File: src/design/ebt_pkg.sv
package ebt_pkg;

  // Bus geometry and register map
  localparam int ADR_W = 8;
  localparam int DAT_W = 32;
  localparam logic [ADR_W-1:0] OFS_PRESCALE = 8'h00;
  localparam logic [ADR_W-1:0] CH_BASE = 8'h10;
  localparam logic [ADR_W-1:0] CH_STRIDE = 8'h10;
  localparam logic [ADR_W-1:0] OFS_CTRL = 8'h00;
  localparam logic [ADR_W-1:0] OFS_PERIOD = 8'h04;
  localparam logic [ADR_W-1:0] OFS_DUTY = 8'h08;
  localparam logic [ADR_W-1:0] OFS_COUNT = 8'h0C;

  // Reset values and counter constants
  localparam logic [7:0] RST_CTRL = 8'h00;
  localparam logic [7:0] RST_PERIOD = 8'hFF;
  localparam logic [7:0] RST_DUTY = 8'h80;
  localparam logic [7:0] CNT_ZERO = 8'h00;
  localparam logic [7:0] CNT_TOP = 8'hFF;
  localparam logic [7:0] CNT_ONE = 8'h01;

  // Field positions in the channel control register, and of the flip-flop status in the count read word
  localparam int FF_INIT_BIT = 7;
  localparam int RUN_BIT = 3;
  localparam int STATUS_FF_BIT = 8;

  // Prescaler of the high-frequency clock
  localparam int PRE_W = 13;
  localparam logic [3:0] EXP_SEL0 = 4'h0B;
  localparam logic [3:0] EXP_SEL1 = 4'h07;
  localparam logic [3:0] EXP_SEL2 = 4'h05;
  localparam logic [3:0] EXP_SEL3 = 4'h03;
  localparam logic [3:0] EXP_DOUBLE = 4'h01;

  typedef enum logic [2:0] {
    EBT_MODE_TIMER = 3'b000,
    EBT_MODE_PDO = 3'b001,
    EBT_MODE_PWM = 3'b010,
    EBT_MODE_RSVD = 3'b011
  } ebt_mode_t;

  typedef enum logic [2:0] {
    EBT_CS_SEL0 = 3'b000,
    EBT_CS_SEL1 = 3'b001,
    EBT_CS_SEL2 = 3'b010,
    EBT_CS_SEL3 = 3'b011,
    EBT_CS_PIN = 3'b111
  } ebt_clksel_t;

  // Layout of channel_control_reg
  typedef struct packed {
    logic flipflop_init_bit;
    logic [2:0] source_clock_field;
    logic run_control_bit;
    logic [2:0] op_mode_field;
  } ebt_ctrl_t;

  // One classic Wishbone request
  typedef struct packed {
    logic [ADR_W-1:0] adr;
    logic [DAT_W-1:0] dat;
    logic [3:0] sel;
    logic we;
    logic cyc;
    logic stb;
  } ebt_wb_req_t;

endpackage

File: src/design/ebt_edge_sync.sv
`timescale 1ns/100ps
module ebt_edge_sync
  import ebt_pkg::*;
(
  input wire logic clk_i,
  input wire logic rst_i,
  input wire logic pin_i,
  output logic fall_o
);

  logic s1;
  logic s2;
  logic s3;
  logic level;

  always_ff @(posedge clk_i) begin
    if (rst_i) begin
      s1 <= 1'b1;
      s2 <= 1'b1;
      s3 <= 1'b1;
    end else begin
      s1 <= pin_i;
      s2 <= s1;
      s3 <= s2;
    end
  end

  // Filtered falling edge
  // A change is taken only when stages two and three agree, so one edge counts once
  always_ff @(posedge clk_i) begin
    if (rst_i) begin
      level <= 1'b1;
      fall_o <= 1'b0;
    end else begin
      fall_o <= 1'b0;
      if (s2 == s3 && s3 != level) begin
        level <= s3;
        fall_o <= level & ~s3;
      end
    end
  end

endmodule

File: src/design/ebt_timer.sv
`timescale 1ns/100ps
// Overview of operation
// - Timer mode counts prescaled clock; match raises interrupt, clears counter, continues.
// - Period register is unbuffered; software leaves it alone while running.
// - Event mode counts event pin falling edges; match interrupts and clears.
// - Event high and low phases last two machine cycles at least.
// - Divider mode toggles flip-flop on match, clears counter, raises interrupt.
// - Divider pin drives the inverse of the channel flip-flop.
// - Init bit presets flip-flop to either level; reset clears it.
// - Stopping holds output level; flip-flop rewritten only after the stop.
// - Run is control bit 3, init is bit 7; clearing 7 stopped drives pin high.
// - PWM toggles on duty match and again on overflow, which clears and interrupts.
// - PWM pin drives the inverse of the channel flip-flop.
// - Duty register double-buffered; loaded at interrupt when running, at once stopped.
// - Duty reads return the effective value until the next load.
// - Source clock is fc over 2^11, 2^7, 2^5, 2^3, doubled by divide-select.
// - Setting run starts counting; clearing run stops and clears counter.
// - Mode 000 timer or event, 001 divider, 010 PWM, 011 reserved.
module ebt_timer
  import ebt_pkg::*;
#(
  parameter int NCH = 2
) (
  input wire logic clk_i,
  input wire logic rst_i,
  input wire logic [ADR_W-1:0] wb_adr_i,
  input wire logic [DAT_W-1:0] wb_dat_i,
  input wire logic [3:0] wb_sel_i,
  input wire logic wb_we_i,
  input wire logic wb_cyc_i,
  input wire logic wb_stb_i,
  output logic [DAT_W-1:0] wb_dat_o,
  output logic wb_ack_o,
  input wire logic [NCH-1:0] event_in_pin_i,
  output logic [NCH-1:0] divider_out_pin_o,
  output logic [NCH-1:0] pwm_out_pin_o,
  output logic [NCH-1:0] channel_match_irq_o
);

  ebt_wb_req_t req;
  logic bus_req;
  logic wr_en;
  logic [PRE_W-1:0] pre_cnt;
  logic [PRE_W-1:0] tick_e;
  logic prescaler_div_select;
  logic [DAT_W-1:0] next_rdata;

  ebt_ctrl_t channel_control_reg [NCH];
  logic [7:0] period_match_reg [NCH];
  logic [7:0] duty_buf [NCH];
  logic [7:0] pwm_duty_reg [NCH];
  logic [7:0] cnt [NCH];
  logic [NCH-1:0] tff;
  logic [NCH-1:0] ev_fall;

  function automatic logic [ADR_W-1:0] ch_addr(input int ch, input logic [ADR_W-1:0] ofs);
    ch_addr = ADR_W'(CH_BASE + ADR_W'(ch) * CH_STRIDE + ofs);
  endfunction

  assign req = '{adr: wb_adr_i, dat: wb_dat_i, sel: wb_sel_i, we: wb_we_i,
                 cyc: wb_cyc_i, stb: wb_stb_i};
  assign bus_req = req.cyc & req.stb;
  // Writes land on the edge where ack is high, matching the master's sample point
  assign wr_en = bus_req & wb_ack_o & req.we & req.sel[0];

  // Ack one cycle after the request, dropped the cycle after
  always_ff @(posedge clk_i) begin
    if (rst_i) begin
      wb_ack_o <= 1'b0;
    end else begin
      wb_ack_o <= bus_req & ~wb_ack_o;
    end
  end

  always_ff @(posedge clk_i) begin
    if (rst_i) begin
      prescaler_div_select <= 1'b0;
    end else if (wr_en && req.adr == OFS_PRESCALE) begin
      prescaler_div_select <= req.dat[0];
    end
  end

  always_ff @(posedge clk_i) begin
    if (rst_i) begin
      pre_cnt <= '0;
    end else begin
      pre_cnt <= PRE_W'(pre_cnt + 1'b1);
    end
  end

  for (genvar e = 0; e < PRE_W; e++) begin : g_tick
    localparam logic [PRE_W-1:0] MASK = PRE_W'((64'h1 << e) - 64'h1);
    assign tick_e[e] = (pre_cnt & MASK) == MASK;
  end

  // Read mux: unmapped addresses read zero
  always_comb begin
    next_rdata = '0;
    if (req.adr == OFS_PRESCALE) begin
      next_rdata[0] = prescaler_div_select;
    end
    for (int c = 0; c < NCH; c++) begin
      if (req.adr == ch_addr(c, OFS_CTRL)) begin
        next_rdata[7:0] = channel_control_reg[c];
      end
      if (req.adr == ch_addr(c, OFS_PERIOD)) begin
        next_rdata[7:0] = period_match_reg[c];
      end
      if (req.adr == ch_addr(c, OFS_DUTY)) begin
        next_rdata[7:0] = pwm_duty_reg[c];
      end
      if (req.adr == ch_addr(c, OFS_COUNT)) begin
        next_rdata[7:0] = cnt[c];
        next_rdata[STATUS_FF_BIT] = tff[c];
      end
    end
  end

  always_ff @(posedge clk_i) begin
    if (rst_i) begin
      wb_dat_o <= '0;
    end else if (bus_req && !wb_ack_o) begin
      wb_dat_o <= next_rdata;
    end
  end

  for (genvar g = 0; g < NCH; g++) begin : g_ch
    localparam logic [ADR_W-1:0] A_CTRL = ch_addr(g, OFS_CTRL);
    localparam logic [ADR_W-1:0] A_PERIOD = ch_addr(g, OFS_PERIOD);
    localparam logic [ADR_W-1:0] A_DUTY = ch_addr(g, OFS_DUTY);

    ebt_ctrl_t wctrl;
    ebt_mode_t mode;
    logic run;
    logic wr_ctrl;
    logic wr_duty;
    logic src;
    logic [3:0] exp_sel;
    logic [7:0] cnt_inc;
    logic match_hit;
    logic ovf_hit;
    logic duty_hit;
    logic stopping;

    assign wctrl = ebt_ctrl_t'(req.dat[7:0]);
    assign mode = ebt_mode_t'(channel_control_reg[g].op_mode_field);
    assign run = channel_control_reg[g].run_control_bit;
    assign wr_ctrl = wr_en && req.adr == A_CTRL;
    assign wr_duty = wr_en && req.adr == A_DUTY;
    assign cnt_inc = 8'(cnt[g] + CNT_ONE);
    assign stopping = wr_ctrl && run && !wctrl.run_control_bit;

    // Edge filter relies on each event phase spanning several clocks
    ebt_edge_sync u_sync (
      .clk_i(clk_i),
      .rst_i(rst_i),
      .pin_i(event_in_pin_i[g]),
      .fall_o(ev_fall[g])
    );

    always_comb begin
      case (ebt_clksel_t'(channel_control_reg[g].source_clock_field))
        EBT_CS_SEL0: exp_sel = EXP_SEL0;
        EBT_CS_SEL1: exp_sel = EXP_SEL1;
        EBT_CS_SEL2: exp_sel = EXP_SEL2;
        default: exp_sel = EXP_SEL3;
      endcase
      exp_sel = 4'(exp_sel + (prescaler_div_select ? EXP_DOUBLE : 4'h0));
      // Pin source counts filtered falling edges
      if (ebt_clksel_t'(channel_control_reg[g].source_clock_field) == EBT_CS_PIN) begin
        src = ev_fall[g];
      end else begin
        src = tick_e[exp_sel];
      end
    end

    assign match_hit = run && src && (mode == EBT_MODE_TIMER || mode == EBT_MODE_PDO)
                       && cnt_inc == period_match_reg[g];
    assign ovf_hit = run && src && mode == EBT_MODE_PWM && cnt[g] == CNT_TOP;
    assign duty_hit = run && src && mode == EBT_MODE_PWM && cnt_inc == pwm_duty_reg[g];

    always_ff @(posedge clk_i) begin
      if (rst_i) begin
        channel_control_reg[g] <= ebt_ctrl_t'(RST_CTRL);
      end else if (wr_ctrl) begin
        channel_control_reg[g] <= wctrl;
      end
    end

    always_ff @(posedge clk_i) begin
      if (rst_i) begin
        period_match_reg[g] <= RST_PERIOD;
      end else if (wr_en && req.adr == A_PERIOD) begin
        period_match_reg[g] <= req.dat[7:0];
      end
    end

    // Counter stops and clears when run is low
    always_ff @(posedge clk_i) begin
      if (rst_i) begin
        cnt[g] <= CNT_ZERO;
      end else if (!run) begin
        cnt[g] <= CNT_ZERO;
      end else if (src) begin
        case (mode)
          // Clear on match and keep counting
          EBT_MODE_TIMER, EBT_MODE_PDO: cnt[g] <= match_hit ? CNT_ZERO : cnt_inc;
          EBT_MODE_PWM: cnt[g] <= cnt_inc;
          default: cnt[g] <= cnt[g];
        endcase
      end
    end

    always_ff @(posedge clk_i) begin
      if (rst_i) begin
        tff[g] <= 1'b0;
      end else if (wr_ctrl && !stopping && (!run || wctrl.run_control_bit && !run)) begin
        tff[g] <= wctrl.flipflop_init_bit;
      end else if (stopping) begin
        // Level held through the stopping write
        tff[g] <= tff[g];
      end else if (match_hit && mode == EBT_MODE_PDO) begin
        tff[g] <= ~tff[g];
      end else if (duty_hit || ovf_hit) begin
        // Toggle on duty match and overflow
        tff[g] <= ~tff[g];
      end
    end

    always_ff @(posedge clk_i) begin
      if (rst_i) begin
        duty_buf[g] <= RST_DUTY;
      end else if (wr_duty) begin
        duty_buf[g] <= req.dat[7:0];
      end
    end

    // Load at overflow interrupt while running in PWM mode, at once otherwise
    // A write racing the load transfers the old buffer; new value waits a period
    always_ff @(posedge clk_i) begin
      if (rst_i) begin
        pwm_duty_reg[g] <= RST_DUTY;
      end else if (wr_duty && !(run && mode == EBT_MODE_PWM)) begin
        pwm_duty_reg[g] <= req.dat[7:0];
      end else if (ovf_hit) begin
        pwm_duty_reg[g] <= duty_buf[g];
      end
    end

    // Interrupt pulse on match or overflow
    always_ff @(posedge clk_i) begin
      if (rst_i) begin
        channel_match_irq_o[g] <= 1'b0;
      end else begin
        channel_match_irq_o[g] <= match_hit | ovf_hit;
      end
    end

    assign divider_out_pin_o[g] = ~tff[g];
    assign pwm_out_pin_o[g] = ~tff[g];
  end

endmodule

File: config.mk
export PLATFORM = sky130hd
export DESIGN_NAME = ebt_timer
export DESIGN_NICKNAME = d
export VERILOG_FILES = /design/src/design/ebt_pkg.sv /design/src/design/ebt_edge_sync.sv /design/src/design/ebt_timer.sv
export SDC_FILE = /design/constraint.sdc
export NUM_CORES = 1
export LEC_CHECK = 0
export ABC_AREA = 1
export BUFFER_PORTS_ARGS = -buffer_cell sky130_fd_sc_hd__buf_2
export CAP_MARGIN = 20
export CORE_MARGIN = 5
export CORE_UTILIZATION = 60
export CTS_BUF_LIST = sky130_fd_sc_hd__clkbuf_8
export CTS_CLUSTER_DIAMETER = 50
export DETAILED_ROUTE_END_ITERATION = 10
export PLACE_DENSITY = 0.83
export SLEW_MARGIN = 5
export SYNTH_ARGS = -nofsm -noshare
export SYNTH_HDL_FRONTEND = slang
export SYNTH_SLANG_ARGS = --single-unit
File: constraint.sdc
create_clock -name clk_i -period 3 [get_ports clk_i]
set_input_delay 0.15 -clock clk_i [delete_from_list [all_inputs] [get_ports clk_i]]
set_output_delay 0.15 -clock clk_i [all_outputs]
set_load 0.01 [all_outputs]
==> run metrics, run 1 <==
outcome complete, no violations; post-synthesis async set-or-reset flop share 0%; RSZ-0062 raised after global routing false; fill cell count about 900; Hold Vio Cnt, Final 0; Yosys top cell area share between 30 and 40%; hold wc startpoint wb_dat_i[7]; Antenna Nets Post-Route 0; startpoint types flip-flop; post-route setup slack 0.272 ns; n_diodes 0; boundary pin count 90; Synth Area in XOR/XNOR under 10%; drc violations 0; number of flops mapped to enable cells by yosys 80; Psw between 0.0008 and 0.0009 W; Yosys reg bits ~120; CTS Buf Count 17; Main synth FF type edfxtp_1; Arrival @ worst endpoint 2.91 ns; clk_skew 0.0145 ns; register clock-pin slew on the reported worst setup and hold paths approximately 0.070 ns; Least-Margin Pin Slew around 0.67 ns; Seq. cell area roughly 3100 um2; sw frac a little over a quarter; CTS sink cnt between 100 and 150; Synth Area per Inst 8.17 um2; max-cap viol count 0; Area growth syn-to-layout 9.96%; Final TNS setup 0 ns; cts repair resizes 0; total gr overflow 0; clock share of power 38.3%; vias in the first global route between 5000 and 6000; first-pass GRT wire length roughly 26000 um; Tmin final about 2.7 ns; routed via count around 5700; Rel. slew slack 54.8%; GRT Total Usage 26.1%; layout cells sized above 1 a little over an eighth; worst reg2reg startpoint pre_cnt[0]$_SDFF_PP0_; die area 13100 um2; # rows 38; CTS Root Buffer Type clkbuf_8; DR pass1 iterations 5; sequential fraction of design power a little over half; Final Cycle Share between 90 and 100%; CTS tree built; Initial Util between 60 and 70%; Yosys warning total 0; Worst Setup End Kind flip-flop; Static Leak 2.95 nW; Crit Path Max Fanout 10; worst hold path class in -> reg; synthesized cell area roughly 6500 um2; HPWL Detailed 12200 um; worst path cell trace ha_1 > nand2_1 > nor2_4 > nand2_1 > inv_1 > ha_1 > or2_2 > nand3_1 > nand3_1 > nand2_1 > nand3_2 > nand4_1 > clkinv_1 > nand3_1 > o21ai_0; Slew Viols, Final 0; crit-path max cell delay 0.34 ns; Critical Path RT around 3.2 ns; Critical Path Slowest Stage Cell dfxtp_1; Max VDD drop roughly 0.37 mV; largest family of logic cells by synthesized area simple AND/OR/NAND/NOR gates; Pwr Density approximately 460 nW/um2; area leader, netlist edfxtp_1; Routed Wire Length between 15000 and 20000 um; largest cells by area after synthesis edfxtp_1 37%, dfxtp_1 11%, nand2_1 10%, nor2_1 5.6%, inv_1 5.5%; Mapped Cells about 800; port bufs 39; Worst Path Buf+Inv 2; Worst path top cell family by delay simple AND/OR/NAND/NOR gates; adder and majority gate portion of the synthesized area ~1.9%; H-tree Lvls 4; mux contribution to synthesized area 0%; post-synthesis compound-gate area fraction a little under a tenth; Worst Setup SP pre_cnt[0]$_SDFF_PP0_; Commonest cells post-synth 182 x nand2_1, 98 x nor2_1, 96 x inv_1; drt initial violations between 500 and 600; CORE AREA 10700 um2; Via density 5.60; clock latency on the worst-skew pair approximately 0.46 ns; top achievable clock speed between 300 and 400 MHz; area of the multi-input gates 2880 um2; critical path class reg -> reg; Comb power frac 7.2%; Synth Area in Simple Gates ~29%; largest net degree at the start of global routing 31; Seq/Total Area, Yosys approximately 48%; count of cell types in the netlist 43; initial antenna violation count 0; DIE WIDTH 114 um; Nets 919; final setup vio count 0; P_int roughly 0.0024 W; Final Wtd Congestion 0.937; DR WL/cell roughly 16 um; pre-CTS setup slack between 0.2 and 0.3 ns; most common cell in the netlist nand2_1; die outline height ~110 um; clock buffer depth 2
-- per-layer routing --
layer / routed length [um] / part of all wire [%] / vias to the layer above / GRT usage, %
li1: - / - / 2751 / -
met1: 6820 / 42 / 2581 / 34.4
met3: 1640 / 10 / 53 / 6.77
met2: 7330 / 45 / 276 / 40.8
met5: 0 / 0 / - / 0
met4: 525 / 3.2 / 0 / 10.8
-- worst paths after layout --
kind,cells after the start,slack [ns],endpoint
max reg2reg,15,0.27,pwm_duty_reg[0][2]$_DFFE_PP_
min reg2reg,1,0.42,g_ch[0].u_sync.s2$_SDFF_PP1_
min,3,0.07,pwm_duty_reg[0][7]$_DFFE_PP_
max,15,0.27,pwm_duty_reg[0][2]$_DFFE_PP_
-- cells by family after synthesis --
kind of cell | count (synthesis)
AO/OA/AOI/OAI | 99
XOR/XNOR | 22
adder cells (fa/ha/maj) | 10
buffers and inverters | 134
flip-flops | 117
other | 1
AND/OR/NAND/NOR | 418
-- stage by stage --
step / hold slack, ns / power (W) / instance area, um2 / utilization [%] / instances
global route: 0.0695 / 0.00341 / 7200 / 67.0 / 1011
global placement: 0.333 / 0.00204 / 6820 / 63.5 / 975
CTS: 0.0491 / 0.00329 / 7190 / 66.9 / 1010
detailed placement: 0.339 / 0.00205 / 6820 / 63.5 / 975
finish: 0.0701 / 0.00329 / 7200 / 67.0 / 1011
floorplan: 0.254 / 0.00199 / 6630 / - / 823
-- repair_timing --
item / 4_1_cts / 5_1_grt
endpoints found under the hold margin: 3 / 0
buffers inserted: 0 / 1
setup endpoints to repair: 0 / 1
hold buffers: 3 / 0
-- power groups by stage --
stage	Sequential [W]	Clock, W	Combinational (W)
6_report	0.00179	0.00126	0.000238
5_1_grt	0.00179	0.00135	0.000265
4_1_cts	0.00179	0.00127	0.000234
3_5_place_dp	0.00182	0	0.000230
3_3_place_gp	0.00182	0	0.000220
2_1_floorplan	0.00181	0	0.000180
-- cells in the final DEF, fill, tap and decap left out, types with 5 or more instances in the layout --
cell type	n
nand2_1	182
nor2_1	98
inv_1	96
edfxtp_1	80
nand3_1	59
buf_2	39
dfxtp_1	37
o21ai_0	33
a21oi_1	28
conb_1	23
nand4_1	21
clkbuf_8	17
nor3_1	15
xor2_1	13
o211ai_1	11
ha_1	10
xnor2_1	9
or2_2	9
nor2_2	8
a211oi_1	8
buf_4	8
nand2_2	6
nand3b_1	6
clkinvlp_4	6
nor2_4	5
nand3_2	5
-- worst min-delay path, cell delays in order --
cell and delay (ns):
buf_2 0.13, o21ai_1 0.08, nand2_1 0.06
-- cell type report --
class	instances	area share [%]
well taps	140	2.43
inverters	100	5.21
multi-input cells	572	40.0
repair buffers	50	3.96
clock inverters	15	1.49
flip-flops and latches	117	43.7
clock buffers	17	3.25
No activity file was read; power rests on OpenSTA's default activity.
==> run 2: changes to the inputs <==
Settings changed: BUFFER_PORTS_ARGS -buffer_cell sky130_fd_sc_hd__buf_2 to -buffer_cell sky130_fd_sc_hd__buf_4, CORE_UTILIZATION 60 to 40, PLACE_DENSITY 0.83 to not set.
==> run 2 against run 1 <==
Compared with the run above: global-route usage is 7.9 points lower; first-iteration DRC count is 11% lower; die area is 45% higher; hold slack worse by 0.051 ns; clock power is 29% higher; non-clock buffer count is 2 higher.
==> run metrics, run 2 (synthesis gave the netlist of run 1 again) <==
Final Cycle Share 90.7% (-0.20 points); RSZ-0062 raised after global routing false; outcome complete, no violations; crit-path max cell delay 0.34 ns (about the same); HPWL Detailed 12300 um (+0.68%); worst path cell trace ha_1 > nand2_1 > nor2_4 > nand2_1 > inv_1 > ha_1 > or2_2 > nand3_1 > nand3_1 > nand2_1 > nand3_1 > nand3_1 > inv_1 > a21boi_2 > nor3_1; die area 19000 um2 (+45%); H-tree Lvls 4 (unchanged); worst hold path class in -> reg; Setup Buffers After CTS 0 (unchanged); vias in the first global route 4882 (-12%); clk_skew 0.0142 ns (-0.000247 ns); Hold Vio Cnt, Final 0 (unchanged); clock latency on the worst-skew pair 0.45 ns (about the same); Nets 921 (+0.22%); clock buffer depth 2 (unchanged); Least-Margin Pin Slew 0.768 ns (+0.0966 ns); Slew Viols, Final 0 (unchanged); GRT Total Usage 18.2% (-7.9 points); total power 0.00365 W (+11%); port bufs 39 (unchanged); Pwr Density 487 nW/um2 (+6.6%); first-pass GRT wire length 26000 um (-1.8%); Area growth syn-to-layout 14.6%; layout cells sized above 1 13.6% (+0.084 points); hold buffers post-CTS 3 (unchanged); worst hold slack 0.0193 ns (-0.0508 ns); Worst path top cell family by delay simple AND/OR/NAND/NOR gates; Worst Setup End Kind flip-flop; Tmin final 2.72 ns (-0.00610 ns); CP most frequent cell nand3_1; Critical Path Slowest Stage Cell dfxtp_1; CTS sink cnt 117 (unchanged); CTS Buf Count 17 (unchanged); total gr overflow 0 (unchanged); max-cap viol count 0 (unchanged); boundary pin count 90 (unchanged); DP Area 7030 um2 (+3.2%); DR pass1 iterations 5 (unchanged); critical path class reg -> reg; CTS Root Buffer Type clkbuf_8; Max VDD drop 0.279 mV (-24%); Arrival @ worst endpoint 2.88 ns (-0.03 ns); top achievable clock speed 367 MHz (+0.22%); startpoint types flip-flop; Antenna Nets Post-Route 0 (unchanged); final setup vio count 0 (unchanged); Initial Util 41.1% (-20 points); register clock-pin slew on the reported worst setup and hold paths 0.08 ns (about the same); CORE AREA 15900 um2 (+48%); CTS tree built; Final TNS setup 0 ns (unchanged); Crit Path Max Fanout 8 (-2); routed via count 5391 (-4.8%); drt initial violations 448 (-11%); initial antenna violation count 0 (unchanged); commonest non-fill, non-tap cells in the layout 182 x nand2_1, 98 x nor2_1, 98 x inv_1, 80 x edfxtp_1, 59 x nand3_1; drc violations 0 (unchanged); Design Area, Final 7500 um2 (+4.3%); Critical Path RT 3.16 ns (-0.02 ns); Rel. slew slack 48.8% (-6.0 points); largest net degree at the start of global routing 51 (+65%); Routed Wire Length 16600 um (+1.6%); Final Wtd Congestion 0.919 (-1.9%); DIE WIDTH 138 um (+21%); # rows 46 (+21%); die outline height 138 um (+21%); Worst Path Buf+Inv 2 (unchanged); Via density 4.95 (-12%); DR WL/cell 15.2 um (-5.7%); Static Leak 3.05 nW (+3.5%); cts repair resizes 0 (unchanged); fill cell count 1540 (+76%); n_diodes 0 (unchanged); commonest non-fill, non-tap cell in the layout nand2_1
## run 2: final cells by class
cell class                      instances  area (um2)  area share, %
Sequential cell                       117        3140           41.9
Multi-Input combinational cell        572        2880           38.3
Timing Repair Buffer                   52         398           5.30
Inverter                              100         375           5.00
Tap cell                              216         270           3.60
Clock buffer                           19         262           3.48
Clock inverter                         13         179           2.38
## run 2: path summary, 6_finish.rpt
check / startpoint / to / slack (ns) / cells after the start
worst max register to register: pre_cnt[0]$_SDFF_PP0_ / cnt[1][3]$_SDFFCE_PN0P_ / 0.28 / 15
worst max-delay path: pre_cnt[0]$_SDFF_PP0_ / cnt[1][3]$_SDFFCE_PN0P_ / 0.28 / 15
worst min-delay path: wb_adr_i[5] / prescaler_div_select$_SDFFE_PP0P_ / 0.02 / 4
worst min register to register: g_ch[1].u_sync.s1$_SDFF_PP1_ / g_ch[1].u_sync.s2$_SDFF_PP1_ / 0.41 / 1
## run 2: metal layers
metal	vias to the layer above	routed length [um]	global-route usage [%]
li1	2749	-	-
met1	2457	7750	25.9
met2	168	7500	27.6
met3	17	1100	3.85
met4	0	236	5.98
met5	-	0	0
## run 2: stage by stage
step           std cells  setup WS [ns]  util (%)
6_report            1089          0.278      47.1
5_1_grt             1089         0.0130      47.1
4_1_cts             1089          0.279      47.1
3_5_place_dp        1054          0.325      44.1
3_3_place_gp        1054          0.339      44.1
2_1_floorplan        823          0.624         -
## run 2: power by group
part	switching, W	internal [W]
clock network	0.000671	0.000948
logic	0.000166	0.0000806
registers	0.0000297	0.00176
total	0.000867	0.00279
## run 2: worst register-to-register path, delay by kind of cell, from the launching register on
| family | cells | cell delay, ns |
|---|---|---|
| simple gates | 10 | 1.22 |
| compound gates | 1 | 0.33 |
| fa+ha+maj | 2 | 0.42 |
| buf+inv | 2 | 0.13 |
| flops | 1 | 0.34 |
